===== config.mk =====
export PLATFORM = sky130hd
export DESIGN_NAME = octal_universal_shift_register
export DESIGN_NICKNAME = d
export VERILOG_FILES = /design/src/hdl/shreg_pkg.sv /design/src/hdl/stream_if.sv /design/src/hdl/word_fifo.sv /design/src/hdl/shift_core.sv /design/src/hdl/octal_universal_shift_register.sv
export SDC_FILE = /design/constraint.sdc
export NUM_CORES = 1
export LEC_CHECK = 0
export BUFFER_PORTS_ARGS = -buffer_cell sky130_fd_sc_hd__buf_2
export CAP_MARGIN = 10
export CORE_MARGIN = 4
export CORE_UTILIZATION = 30
export DETAILED_ROUTE_END_ITERATION = 7
export SYNTH_ARGS = -nofsm -noshare
export SYNTH_HDL_FRONTEND = slang
export SYNTH_SLANG_ARGS = --single-unit

===== constraint.sdc =====
create_clock -name CLK -period 3.8 [get_ports CLK]
set_input_delay 0.38 -clock CLK [delete_from_list [all_inputs] [get_ports CLK]]
set_output_delay 0.38 -clock CLK [all_outputs]
set_load 0.01 [all_outputs]

===== src/hdl/shreg_pkg.sv =====
/*
   Shared constants and types for the octal shift/storage register block:
   register offsets, status field positions, reset values and state codes.
   Assumes a 32-bit AXI4-Lite register bus with byte addresses.
*/
`default_nettype none
package shreg_pkg;
   localparam int REG_W = 8;
   localparam int FIFO_DEPTH = 8;
   localparam int AXI_ADDR_W = 8;
   localparam int AXI_DATA_W = 32;
   localparam int CTRL_W = 1;

   localparam logic [7:0] OFS_CTRL = 8'h00;
   localparam logic [7:0] OFS_STATUS = 8'h04;
   localparam logic [7:0] OFS_LOAD = 8'h08;

   localparam logic [0:0] CTRL_RESET = 1'h0;
   localparam int CTRL_FIFO_SRC = 0;

   localparam int ST_EMPTY = 8;
   localparam int ST_FULL = 9;
   localparam int ST_MODE = 10;
   localparam int ST_DRIVE = 12;

   localparam logic [1:0] RESP_OKAY = 2'h0;
   localparam logic [1:0] RESP_DECERR = 2'h3;

   typedef enum logic [1:0] {MODE_HOLD = 2'h0, MODE_SHR = 2'h1, MODE_SHL = 2'h2, MODE_LOAD = 2'h3} mode_type;
   typedef enum logic [1:0] {SEL_NONE = 2'h0, SEL_CTRL = 2'h1, SEL_STATUS = 2'h2, SEL_LOAD = 2'h3} sel_type;
   typedef enum logic [2:0] {WR_IDLE = 3'h1, WR_PUSH = 3'h2, WR_RESP = 3'h4} wr_state_type;
   typedef enum logic [1:0] {RD_IDLE = 2'h1, RD_RESP = 2'h2} rd_state_type;
endpackage
`default_nettype wire


===== src/hdl/stream_if.sv =====
/*
   Valid/ready word stream between the block's own modules.
   Assumes both ends run on the same clock.
*/
`timescale 1ns/1ps
`default_nettype none
interface stream_if #(parameter int W = 8);
   logic valid;
   logic ready;
   logic [W-1:0] data;
   modport src (output valid, output data, input ready);
   modport snk (input valid, input data, output ready);
endinterface
`default_nettype wire


===== src/hdl/word_fifo.sv =====
/*
   Synchronous FIFO with valid/ready on both sides.
   Assumes DEPTH is a power of two; one clock, synchronous reset.
*/
`timescale 1ns/1ps
`default_nettype none
module word_fifo #(
   parameter int WIDTH = 8,
   parameter int DEPTH = 8
) (
   // Clock and reset
   input wire logic clk,
   input wire logic rst,
   // Streams
   stream_if.snk in_s,
   stream_if.src out_s,
   // Levels
   output logic full,
   output logic empty
);
   localparam int AW = $clog2(DEPTH);

   logic [WIDTH-1:0] mem [DEPTH];
   logic [AW:0] wr_ptr_r;
   logic [AW:0] rd_ptr_r;
   wire push = in_s.valid & in_s.ready;
   wire pop = out_s.valid & out_s.ready;

   // Extra pointer bit tells a full ring from an empty one
   assign full = (wr_ptr_r[AW] != rd_ptr_r[AW]) && (wr_ptr_r[AW-1:0] == rd_ptr_r[AW-1:0]);
   assign empty = (wr_ptr_r == rd_ptr_r);
   assign in_s.ready = ~full;
   assign out_s.valid = ~empty;
   assign out_s.data = mem[rd_ptr_r[AW-1:0]];

   always_ff @(posedge clk)
   begin
      if (rst)
      begin
         wr_ptr_r <= '0;
         rd_ptr_r <= '0;
      end
      else
      begin
         if (push)
            wr_ptr_r <= wr_ptr_r + 1'b1;
         if (pop)
            rd_ptr_r <= rd_ptr_r + 1'b1;
      end
   end

   always_ff @(posedge clk)
   begin
      if (push)
         mem[wr_ptr_r[AW-1:0]] <= in_s.data;
   end
endmodule
`default_nettype wire


===== src/hdl/shift_core.sv =====
/*
   The storage register itself: hold, shift right, shift left, load.
   Assumes step is a one-cycle pulse and clr_n is synchronous to clk.
*/
`timescale 1ns/1ps
`default_nettype none
module shift_core #(
   parameter int W = 8
) (
   // Clock and clears
   input wire logic clk,
   input wire logic rst,
   input wire logic clr_n,
   // Operation
   input wire logic step,
   input wire shreg_pkg::mode_type mode,
   input wire logic ser_r_in,
   input wire logic ser_l_in,
   input wire logic [W-1:0] load_data,
   // Contents
   output logic [W-1:0] q_r
);
   logic [W-1:0] q_nxt;

   always_comb
   begin
      case (mode)
         shreg_pkg::MODE_HOLD: q_nxt = q_r;
         shreg_pkg::MODE_SHR: q_nxt = {q_r[W-2:0], ser_r_in};
         shreg_pkg::MODE_SHL: q_nxt = {ser_l_in, q_r[W-1:1]};
         shreg_pkg::MODE_LOAD: q_nxt = load_data;
         default: q_nxt = q_r;
      endcase
   end

   // Clear beats any mode or step
   always_ff @(posedge clk)
   begin
      if (rst | ~clr_n)
         q_r <= '0;
      else if (step)
         q_r <= q_nxt;
   end
endmodule
`default_nettype wire


===== src/hdl/octal_universal_shift_register.sv =====
/*
   Top of the octal universal shift/storage register with an AXI4-Lite
   control slave and an 8-word FIFO that can feed parallel loads.
   Assumes all pins are synchronous to CLK and the shift clock pin is
   slower than CLK/2, so each of its rising edges is seen once.
*/
`timescale 1ns/1ps
`default_nettype none
// Notes on behaviour
// - Eight-bit edge-triggered storage register
// - Active-low clear zeroes all bits
// - State changes only on shift clock rise or clear
// - Two mode selects choose the operation
// - Both selects high loads parallel port (loads a FIFO word instead while the CTRL_FIFO_SRC bit is set, or holds if the FIFO is empty)
// - Select low/high pair shifts right
// - Select high/low pair shifts left
// - Both selects low holds contents
// - Each bit drives its own port bit
// - Either enable high floats the port
// - Operations continue while port floats
// - Load mode also floats the port
// - End bits drive serial outputs always
module octal_universal_shift_register #(
   parameter int DEPTH = shreg_pkg::FIFO_DEPTH
) (
   // Clock and reset
   input wire logic CLK,
   input wire logic SYS_RST,
   // Register pins
   input wire logic SHIFT_CLOCK,
   input wire logic RIGHT_SHIFT_SERIAL_IN,
   input wire logic LEFT_SHIFT_SERIAL_IN,
   input wire logic MODE_SELECT_LO,
   input wire logic MODE_SELECT_HI,
   input wire logic CLEAR_N,
   input wire logic PORT_DRIVE_EN_A_N,
   input wire logic PORT_DRIVE_EN_B_N,
   // Parallel port, split into its three signals
   input wire logic [shreg_pkg::REG_W-1:0] PARALLEL_PORT_I,
   output logic [shreg_pkg::REG_W-1:0] PARALLEL_PORT_O,
   output logic [shreg_pkg::REG_W-1:0] PARALLEL_PORT_OE,
   // Cascade outputs
   output logic SERIAL_OUT_LOW_END,
   output logic SERIAL_OUT_HIGH_END,
   // AXI4-Lite write
   input wire logic [shreg_pkg::AXI_ADDR_W-1:0] S_AXI_AWADDR,
   input wire logic S_AXI_AWVALID,
   output logic S_AXI_AWREADY,
   input wire logic [shreg_pkg::AXI_DATA_W-1:0] S_AXI_WDATA,
   input wire logic [3:0] S_AXI_WSTRB,
   input wire logic S_AXI_WVALID,
   output logic S_AXI_WREADY,
   output logic [1:0] S_AXI_BRESP,
   output logic S_AXI_BVALID,
   input wire logic S_AXI_BREADY,
   // AXI4-Lite read
   input wire logic [shreg_pkg::AXI_ADDR_W-1:0] S_AXI_ARADDR,
   input wire logic S_AXI_ARVALID,
   output logic S_AXI_ARREADY,
   output logic [shreg_pkg::AXI_DATA_W-1:0] S_AXI_RDATA,
   output logic [1:0] S_AXI_RRESP,
   output logic S_AXI_RVALID,
   input wire logic S_AXI_RREADY
);
   localparam int W = shreg_pkg::REG_W;

   function automatic shreg_pkg::sel_type reg_decode(input logic [shreg_pkg::AXI_ADDR_W-1:0] a);
      logic [shreg_pkg::AXI_ADDR_W-1:0] w;
      w = {a[shreg_pkg::AXI_ADDR_W-1:2], 2'h0};
      case (w)
         shreg_pkg::OFS_CTRL: reg_decode = shreg_pkg::SEL_CTRL;
         shreg_pkg::OFS_STATUS: reg_decode = shreg_pkg::SEL_STATUS;
         shreg_pkg::OFS_LOAD: reg_decode = shreg_pkg::SEL_LOAD;
         default: reg_decode = shreg_pkg::SEL_NONE;
      endcase
   endfunction

   // Register pin side
   logic shift_clock_prev_r;
   logic [W-1:0] reg_q;
   logic [W-1:0] drive_oe_r;
   logic [shreg_pkg::CTRL_W-1:0] ctrl_r;
   logic fifo_full;
   logic fifo_empty;

   stream_if #(.W(W)) load_in ();
   stream_if #(.W(W)) load_out ();

   wire step = SHIFT_CLOCK & ~shift_clock_prev_r;
   wire shreg_pkg::mode_type pin_mode = shreg_pkg::mode_type'({MODE_SELECT_HI, MODE_SELECT_LO});
   wire load_mode = (pin_mode == shreg_pkg::MODE_LOAD);
   wire fifo_src = ctrl_r[shreg_pkg::CTRL_FIFO_SRC];
   // A FIFO-sourced load with nothing queued holds rather than load stale data
   wire load_starved = fifo_src & load_mode & fifo_empty;
   wire shreg_pkg::mode_type core_mode = load_starved ? shreg_pkg::MODE_HOLD : pin_mode;
   wire [W-1:0] load_data = fifo_src ? load_out.data : PARALLEL_PORT_I;
   wire port_enabled = ~PORT_DRIVE_EN_A_N & ~PORT_DRIVE_EN_B_N & ~load_mode;

   // A pop only when the load really happens, so a clear never eats a word
   assign load_out.ready = step & fifo_src & load_mode & CLEAR_N;

   always_ff @(posedge CLK)
   begin
      if (SYS_RST)
         shift_clock_prev_r <= 1'b0;
      else
         shift_clock_prev_r <= SHIFT_CLOCK;
   end

   // Port enables never reach the core, so it keeps working while the port floats
   shift_core #(.W(W)) core (
      .clk(CLK),
      .rst(SYS_RST),
      .clr_n(CLEAR_N),
      .step(step),
      .mode(core_mode),
      .ser_r_in(RIGHT_SHIFT_SERIAL_IN),
      .ser_l_in(LEFT_SHIFT_SERIAL_IN),
      .load_data(load_data),
      .q_r(reg_q)
   );

   word_fifo #(.WIDTH(W), .DEPTH(DEPTH)) load_fifo (
      .clk(CLK),
      .rst(SYS_RST),
      .in_s(load_in),
      .out_s(load_out),
      .full(fifo_full),
      .empty(fifo_empty)
   );

   // Enable is registered: the port follows its controls one CLK later
   always_ff @(posedge CLK)
   begin
      if (SYS_RST)
         drive_oe_r <= '0;
      else
         drive_oe_r <= {W{port_enabled}};
   end

   assign PARALLEL_PORT_O = reg_q;
   assign PARALLEL_PORT_OE = drive_oe_r;
   assign SERIAL_OUT_LOW_END = reg_q[0];
   assign SERIAL_OUT_HIGH_END = reg_q[W-1];

   // Register bus: write channel
   shreg_pkg::wr_state_type wr_st_r;
   shreg_pkg::wr_state_type wr_st_nxt;
   logic awready_r;
   logic wready_r;
   logic bvalid_r;
   logic [1:0] bresp_r;
   logic aw_held_r;
   logic w_held_r;
   logic [shreg_pkg::AXI_ADDR_W-1:0] awaddr_r;
   logic [shreg_pkg::AXI_DATA_W-1:0] wdata_r;
   logic [3:0] wstrb_r;

   wire aw_fire = S_AXI_AWVALID & awready_r;
   wire w_fire = S_AXI_WVALID & wready_r;
   wire b_fire = bvalid_r & S_AXI_BREADY;
   wire both_held = aw_held_r & w_held_r;
   wire shreg_pkg::sel_type wr_sel = reg_decode(awaddr_r);
   wire wr_idle = (wr_st_r == shreg_pkg::WR_IDLE);
   wire push_req = (wr_sel == shreg_pkg::SEL_LOAD) & wstrb_r[0];
   wire ctrl_we = wr_idle & both_held & (wr_sel == shreg_pkg::SEL_CTRL) & wstrb_r[0];
   wire enter_resp = (wr_st_nxt == shreg_pkg::WR_RESP) & (wr_st_r != shreg_pkg::WR_RESP);

   // A full FIFO holds the write response back until a word drains
   assign load_in.valid = (wr_st_r == shreg_pkg::WR_PUSH);
   assign load_in.data = wdata_r[W-1:0];

   always_comb
   begin
      case (wr_st_r)
         shreg_pkg::WR_IDLE:
         begin
            if (both_held)
               wr_st_nxt = push_req ? shreg_pkg::WR_PUSH : shreg_pkg::WR_RESP;
            else
               wr_st_nxt = shreg_pkg::WR_IDLE;
         end
         shreg_pkg::WR_PUSH: wr_st_nxt = load_in.ready ? shreg_pkg::WR_RESP : shreg_pkg::WR_PUSH;
         shreg_pkg::WR_RESP: wr_st_nxt = b_fire ? shreg_pkg::WR_IDLE : shreg_pkg::WR_RESP;
         default: wr_st_nxt = shreg_pkg::WR_IDLE;
      endcase
   end

   always_ff @(posedge CLK)
   begin
      if (SYS_RST)
      begin
         wr_st_r <= shreg_pkg::WR_IDLE;
         awready_r <= 1'b0;
         wready_r <= 1'b0;
      end
      else
      begin
         wr_st_r <= wr_st_nxt;
         awready_r <= wr_idle & ~aw_held_r & ~aw_fire;
         wready_r <= wr_idle & ~w_held_r & ~w_fire;
      end
   end

   always_ff @(posedge CLK)
   begin
      if (SYS_RST)
      begin
         aw_held_r <= 1'b0;
         w_held_r <= 1'b0;
         awaddr_r <= '0;
         wdata_r <= '0;
         wstrb_r <= '0;
      end
      else
      begin
         if (aw_fire)
            awaddr_r <= S_AXI_AWADDR;
         if (w_fire)
         begin
            wdata_r <= S_AXI_WDATA;
            wstrb_r <= S_AXI_WSTRB;
         end
         aw_held_r <= aw_fire | (aw_held_r & ~b_fire);
         w_held_r <= w_fire | (w_held_r & ~b_fire);
      end
   end

   always_ff @(posedge CLK)
   begin
      if (SYS_RST)
      begin
         bvalid_r <= 1'b0;
         bresp_r <= shreg_pkg::RESP_OKAY;
         ctrl_r <= shreg_pkg::CTRL_RESET;
      end
      else
      begin
         if (ctrl_we)
            ctrl_r <= wdata_r[shreg_pkg::CTRL_W-1:0];
         if (enter_resp)
         begin
            bvalid_r <= 1'b1;
            bresp_r <= (wr_sel == shreg_pkg::SEL_NONE) ? shreg_pkg::RESP_DECERR : shreg_pkg::RESP_OKAY;
         end
         else if (b_fire)
            bvalid_r <= 1'b0;
      end
   end

   assign S_AXI_AWREADY = awready_r;
   assign S_AXI_WREADY = wready_r;
   assign S_AXI_BVALID = bvalid_r;
   assign S_AXI_BRESP = bresp_r;

   // Register bus: read channel
   shreg_pkg::rd_state_type rd_st_r;
   logic arready_r;
   logic rvalid_r;
   logic [1:0] rresp_r;
   logic [shreg_pkg::AXI_DATA_W-1:0] rdata_r;
   logic [shreg_pkg::AXI_DATA_W-1:0] status_word;

   wire ar_fire = S_AXI_ARVALID & arready_r;
   wire r_fire = rvalid_r & S_AXI_RREADY;
   wire shreg_pkg::sel_type rd_sel = reg_decode(S_AXI_ARADDR);

   assign status_word[W-1:0] = reg_q;
   assign status_word[shreg_pkg::ST_EMPTY] = fifo_empty;
   assign status_word[shreg_pkg::ST_FULL] = fifo_full;
   assign status_word[shreg_pkg::ST_MODE +: 2] = pin_mode;
   assign status_word[shreg_pkg::ST_DRIVE] = drive_oe_r[0];
   assign status_word[shreg_pkg::AXI_DATA_W-1:shreg_pkg::ST_DRIVE+1] = '0;

   wire [shreg_pkg::AXI_DATA_W-1:0] rd_word =
      (rd_sel == shreg_pkg::SEL_CTRL) ? shreg_pkg::AXI_DATA_W'(ctrl_r) :
      (rd_sel == shreg_pkg::SEL_STATUS) ? status_word : '0;

   always_ff @(posedge CLK)
   begin
      if (SYS_RST)
      begin
         rd_st_r <= shreg_pkg::RD_IDLE;
         arready_r <= 1'b0;
         rvalid_r <= 1'b0;
         rresp_r <= shreg_pkg::RESP_OKAY;
         rdata_r <= '0;
      end
      else
      begin
         case (rd_st_r)
            shreg_pkg::RD_IDLE:
            begin
               arready_r <= ~ar_fire;
               if (ar_fire)
               begin
                  rd_st_r <= shreg_pkg::RD_RESP;
                  rvalid_r <= 1'b1;
                  rdata_r <= rd_word;
                  rresp_r <= (rd_sel == shreg_pkg::SEL_NONE) ? shreg_pkg::RESP_DECERR : shreg_pkg::RESP_OKAY;
               end
            end
            shreg_pkg::RD_RESP:
            begin
               if (r_fire)
               begin
                  rd_st_r <= shreg_pkg::RD_IDLE;
                  rvalid_r <= 1'b0;
               end
            end
            default: rd_st_r <= shreg_pkg::RD_IDLE;
         endcase
      end
   end

   assign S_AXI_ARREADY = arready_r;
   assign S_AXI_RVALID = rvalid_r;
   assign S_AXI_RDATA = rdata_r;
   assign S_AXI_RRESP = rresp_r;

   wire act = step & CLEAR_N;
   wire port_load = act & load_mode & ~fifo_src;
endmodule
`default_nettype wire


==> results.py <==
metrics = {
    "outcome": {
        "outcome": "complete, no violations",
    },
    "sta": {
        "rsz0062_at_grt": "no",
        "clock_skew_ps": 7.55,
        "fin_ws_ps": 1370,
        "finalHoldViolations": 0,
        "fin_tns_setup_ps": 0,
        "setup-violations-final": 0,
        "worstMarginPinSlew_ps": 1070,
        "slew_headroom_pct": 28.3,
        "slew_violations": 0,
        "period_minus_slack_ps": 2430,
        "period_share_pct": 63.9,
        "max_freq_mhz": 412,
    },
    "synthesis": {
        "synth_cell_types": 50,
        "ys.flop_type": "edfxtp_1",
        "ys_ff_latch": 128,
        "netlist_area_sq_um": 5450,
        "synth_edf_count": 64,
        "synth_area_per_cell_sq_um": 11.1,
        "synthTopCellsByArea": "edfxtp_1 35%, dfxtp_1 24%, mux2i_1 6.1%, a21oi_1 4.6%, buf_4 4.5%",
        "synth_top_area_cell": "edfxtp_1",
        "yosysSeqAreaShare_pct": 58.8,
        "synthArstFlopShare_pct": 0,
        "ys_warn_count": 0,
        "syn_inst": 490,
        "synth.top_cell.area_share_pct": 35.3,
    },
    "clock_tree": {
        "htree_num_levels": 4,
        "cts_root_buffer": "clkbuf_16",
        "clk_pin_slew_ps": 50,
        "cts-resized-gates": 0,
        "cts_made_buffers": 17,
        "clock-sinks": 128,
        "holdBufCountCts": 0,
        "clkLatencyLatePin_ps": 410,
        "clockBufferDepth": 2,
        "tritoncts": "built",
        "post_cts_buffers": 0,
    },
    "worst_setup_path": {
        "cp_data_required_time_ps": 3830,
        "cp-startpoint": "wr_st_r[1]",
        "start_kind": "flip-flop",
        "path_max_fanout": 8,
        "reg2reg_to": "load_fifo.mem[2][1]",
        "ff2ff_setup_slack_ps": 1370,
        "arrival_ps": 2460,
        "cp-end-kind": "flip-flop",
        "reg2regPathDepth": 4,
        "crit_end": "load_fifo.mem[2][1]",
        "crit_type": "reg -> reg",
        "reg2reg_from": "wr_st_r[1]",
    },
    "routing": {
        "drtIter0Drc": 171,
        "post_drt_wl_per_cell_um": 14.8,
        "dr.pass1.iters": 4,
        "drc_errors": 0,
        "vias": 3805,
        "ant_nets": 0,
        "routed_wl_um": 11900,
        "vias_per_cell": 4.73,
    },
    "floorplan": {
        "io_pins": 134,
        "die_h_um": 143,
        "fp.coreArea_sq_um": 17900,
        "start_util_pct": 30.4,
        "row_count": 49,
        "die_w_um": 143,
        "dieArea_sq_um": 20400,
    },
    "finish": {
        "final_area_sq_um": 6570,
        "nets": 639,
        "syn_to_final_growth_pct": 20.5,
        "num_antenna_cells": 0,
        "fin_util_pct": 36.7,
        "layout-drive-gt1-share_pct": 21.6,
    },
    "placement": {
        "globalplace.congestion": 0.804,
        "hpwl_um": 8490,
        "placedInstanceArea_sq_um": 5930,
        "dp_slack_ps": 1340,
        "portBuffers": 83,
    },
    "grt": {
        "grt_pass1_wl_um": 18900,
        "antenna_found_initial": 0,
        "grt.total_usage_pct": 11.9,
        "grt_pass1_vias": 3711,
        "gr-total-overflow": 0,
        "grt_max_degree": 44,
    },
    "pwr": {
        "powerDensity_nw_per_um2": 507,
        "totalPowerFinal_w": 0.00333,
        "vdd.ir_drop.worst_mv": 0.323,
        "power_leakage_nw": 2.43,
    },
    "flow_run": {
        "drv_cap": 0,
    },
    "min_path": {
        "hold_path_class": "in -> reg",
    },
}
report_power, final:
group / switching (W) / leakage, nW / total (W) / internal [W]
logic: 0.0000831 / 1.01 / 0.000133 / 0.0000502
clock network: 0.000571 / 0.316 / 0.00171 / 0.00113
registers: 0.0000244 / 1.10 / 0.00149 / 0.00147
total: 0.000679 / 2.43 / 0.00333 / 0.00265
worst min path at each step:
stage               depth (start not counted)         startpoint                  end  slack (ps)
floorplan                                   2        awaddr_r[7]          awaddr_r[7]         430
global placement                            2     S_AXI_RDATA[0]       S_AXI_RDATA[0]         440
detailed placement                          2        awaddr_r[7]          awaddr_r[7]         440
CTS                                         2  PORT_DRIVE_EN_A_N  PARALLEL_PORT_OE[0]         120
global route                                2  PORT_DRIVE_EN_A_N  PARALLEL_PORT_OE[0]         120
finish                                      2  PORT_DRIVE_EN_A_N  PARALLEL_PORT_OE[0]         140
critical path, stage by stage (launching register included):
cell	delay, ps
dfxtp_1	360
nor3b_1	480
o41a_1	390
nand2_1	180
nor2_1	650
layout by cell type (no fill, tap or decap), types with 7 or more instances in the layout:
cell and instances:
buf_2 83, conb_1 19, nor2_1 21, nand3_1 16
mux2i_1 33, a22o_1 14, dfxtp_1 64, nor2b_1 7
a22oi_1 7, clkbuf_16 21, edfxtp_1 64, a21oi_1 50
nand2b_1 7, nand2_1 54, o221ai_1 14, inv_1 21
per-layer routing:
| metal | global-route usage, % | vias up | share of wire, % |
|---|---|---|---|
| met4 | 3.85 | 0 | 1.2 |
| li1 | - | 1881 | - |
| met3 | 4.22 | 15 | 8.4 |
| met2 | 17.9 | 148 | 43 |
| met5 | 0 | - | 0 |
| met1 | 16.1 | 1761 | 48 |
metrics by stage:
stage,std cells,hold WS (ps)
3_5_place_dp,772,444
5_1_grt,804,123
2_1_floorplan,508,431
4_1_cts,804,120
3_3_place_gp,772,438
6_report,804,139
flip-flops by register name (all words and copies together), names as in the netlist, named ones only:
| signal | count |
|---|---|
| S_AXI_ARREADY | 1 |
| w_held_r | 1 |
| aw_held_r | 1 |
| wdata_r | 8 |
| S_AXI_RRESP | 1 |
| load_fifo.rd_ptr_r | 4 |
| wr_st_r | 3 |
| S_AXI_BVALID | 1 |
| S_AXI_BRESP | 1 |
| S_AXI_RVALID | 1 |
| awaddr_r | 6 |
| shift_clock_prev_r | 1 |
| S_AXI_RDATA | 13 |
| rd_st_r | 2 |
| S_AXI_AWREADY | 1 |
| ctrl_r | 1 |
| S_AXI_WREADY | 1 |
| core.q_r | 8 |
| load_fifo.wr_ptr_r | 4 |
| wstrb_r | 1 |
| PARALLEL_PORT_OE | 1 |
| load_fifo.mem | 64 |
final cells by class:
cell class / instances / area [sq um]
fillers: 1764 / 11300
flip-flops and latches: 128 / 3200
multi-input cells: 308 / 1920
clock buffers: 24 / 547
repair buffers: 86 / 438
well taps: 229 / 287
clock inverters: 8 / 92.6
inverters: 21 / 78.8
kinds of logic after synthesis:
logic type | count (synthesis) | share of synthesized area [%]
simple gates | 143 | 13.0
flops | 128 | 58.8
compound gates | 106 | 13.4
buf+inv | 72 | 7.32
fa+ha+maj | 2 | 0.459
mux | 33 | 6.06
other cells | 1 | 0.0688
xor+xnor | 5 | 0.941
synth_stat cells (all sizes together), types with 4 or more instances:
cell type  instances
nand3b             4
or4                5
mux2i             33
o21ai              5
a22o              14
nor2              21
inv               21
a21oi             50
a22oi              7
xor2               4
nand2             54
nand2b             7
nor2b              7
buf               39
edfxtp            64
nor3               5
clkbuf            12
o221ai            14
nor3b              5
nand3             16
dfxtp             64
Note: power is estimated with default switching activity, not from simulation.
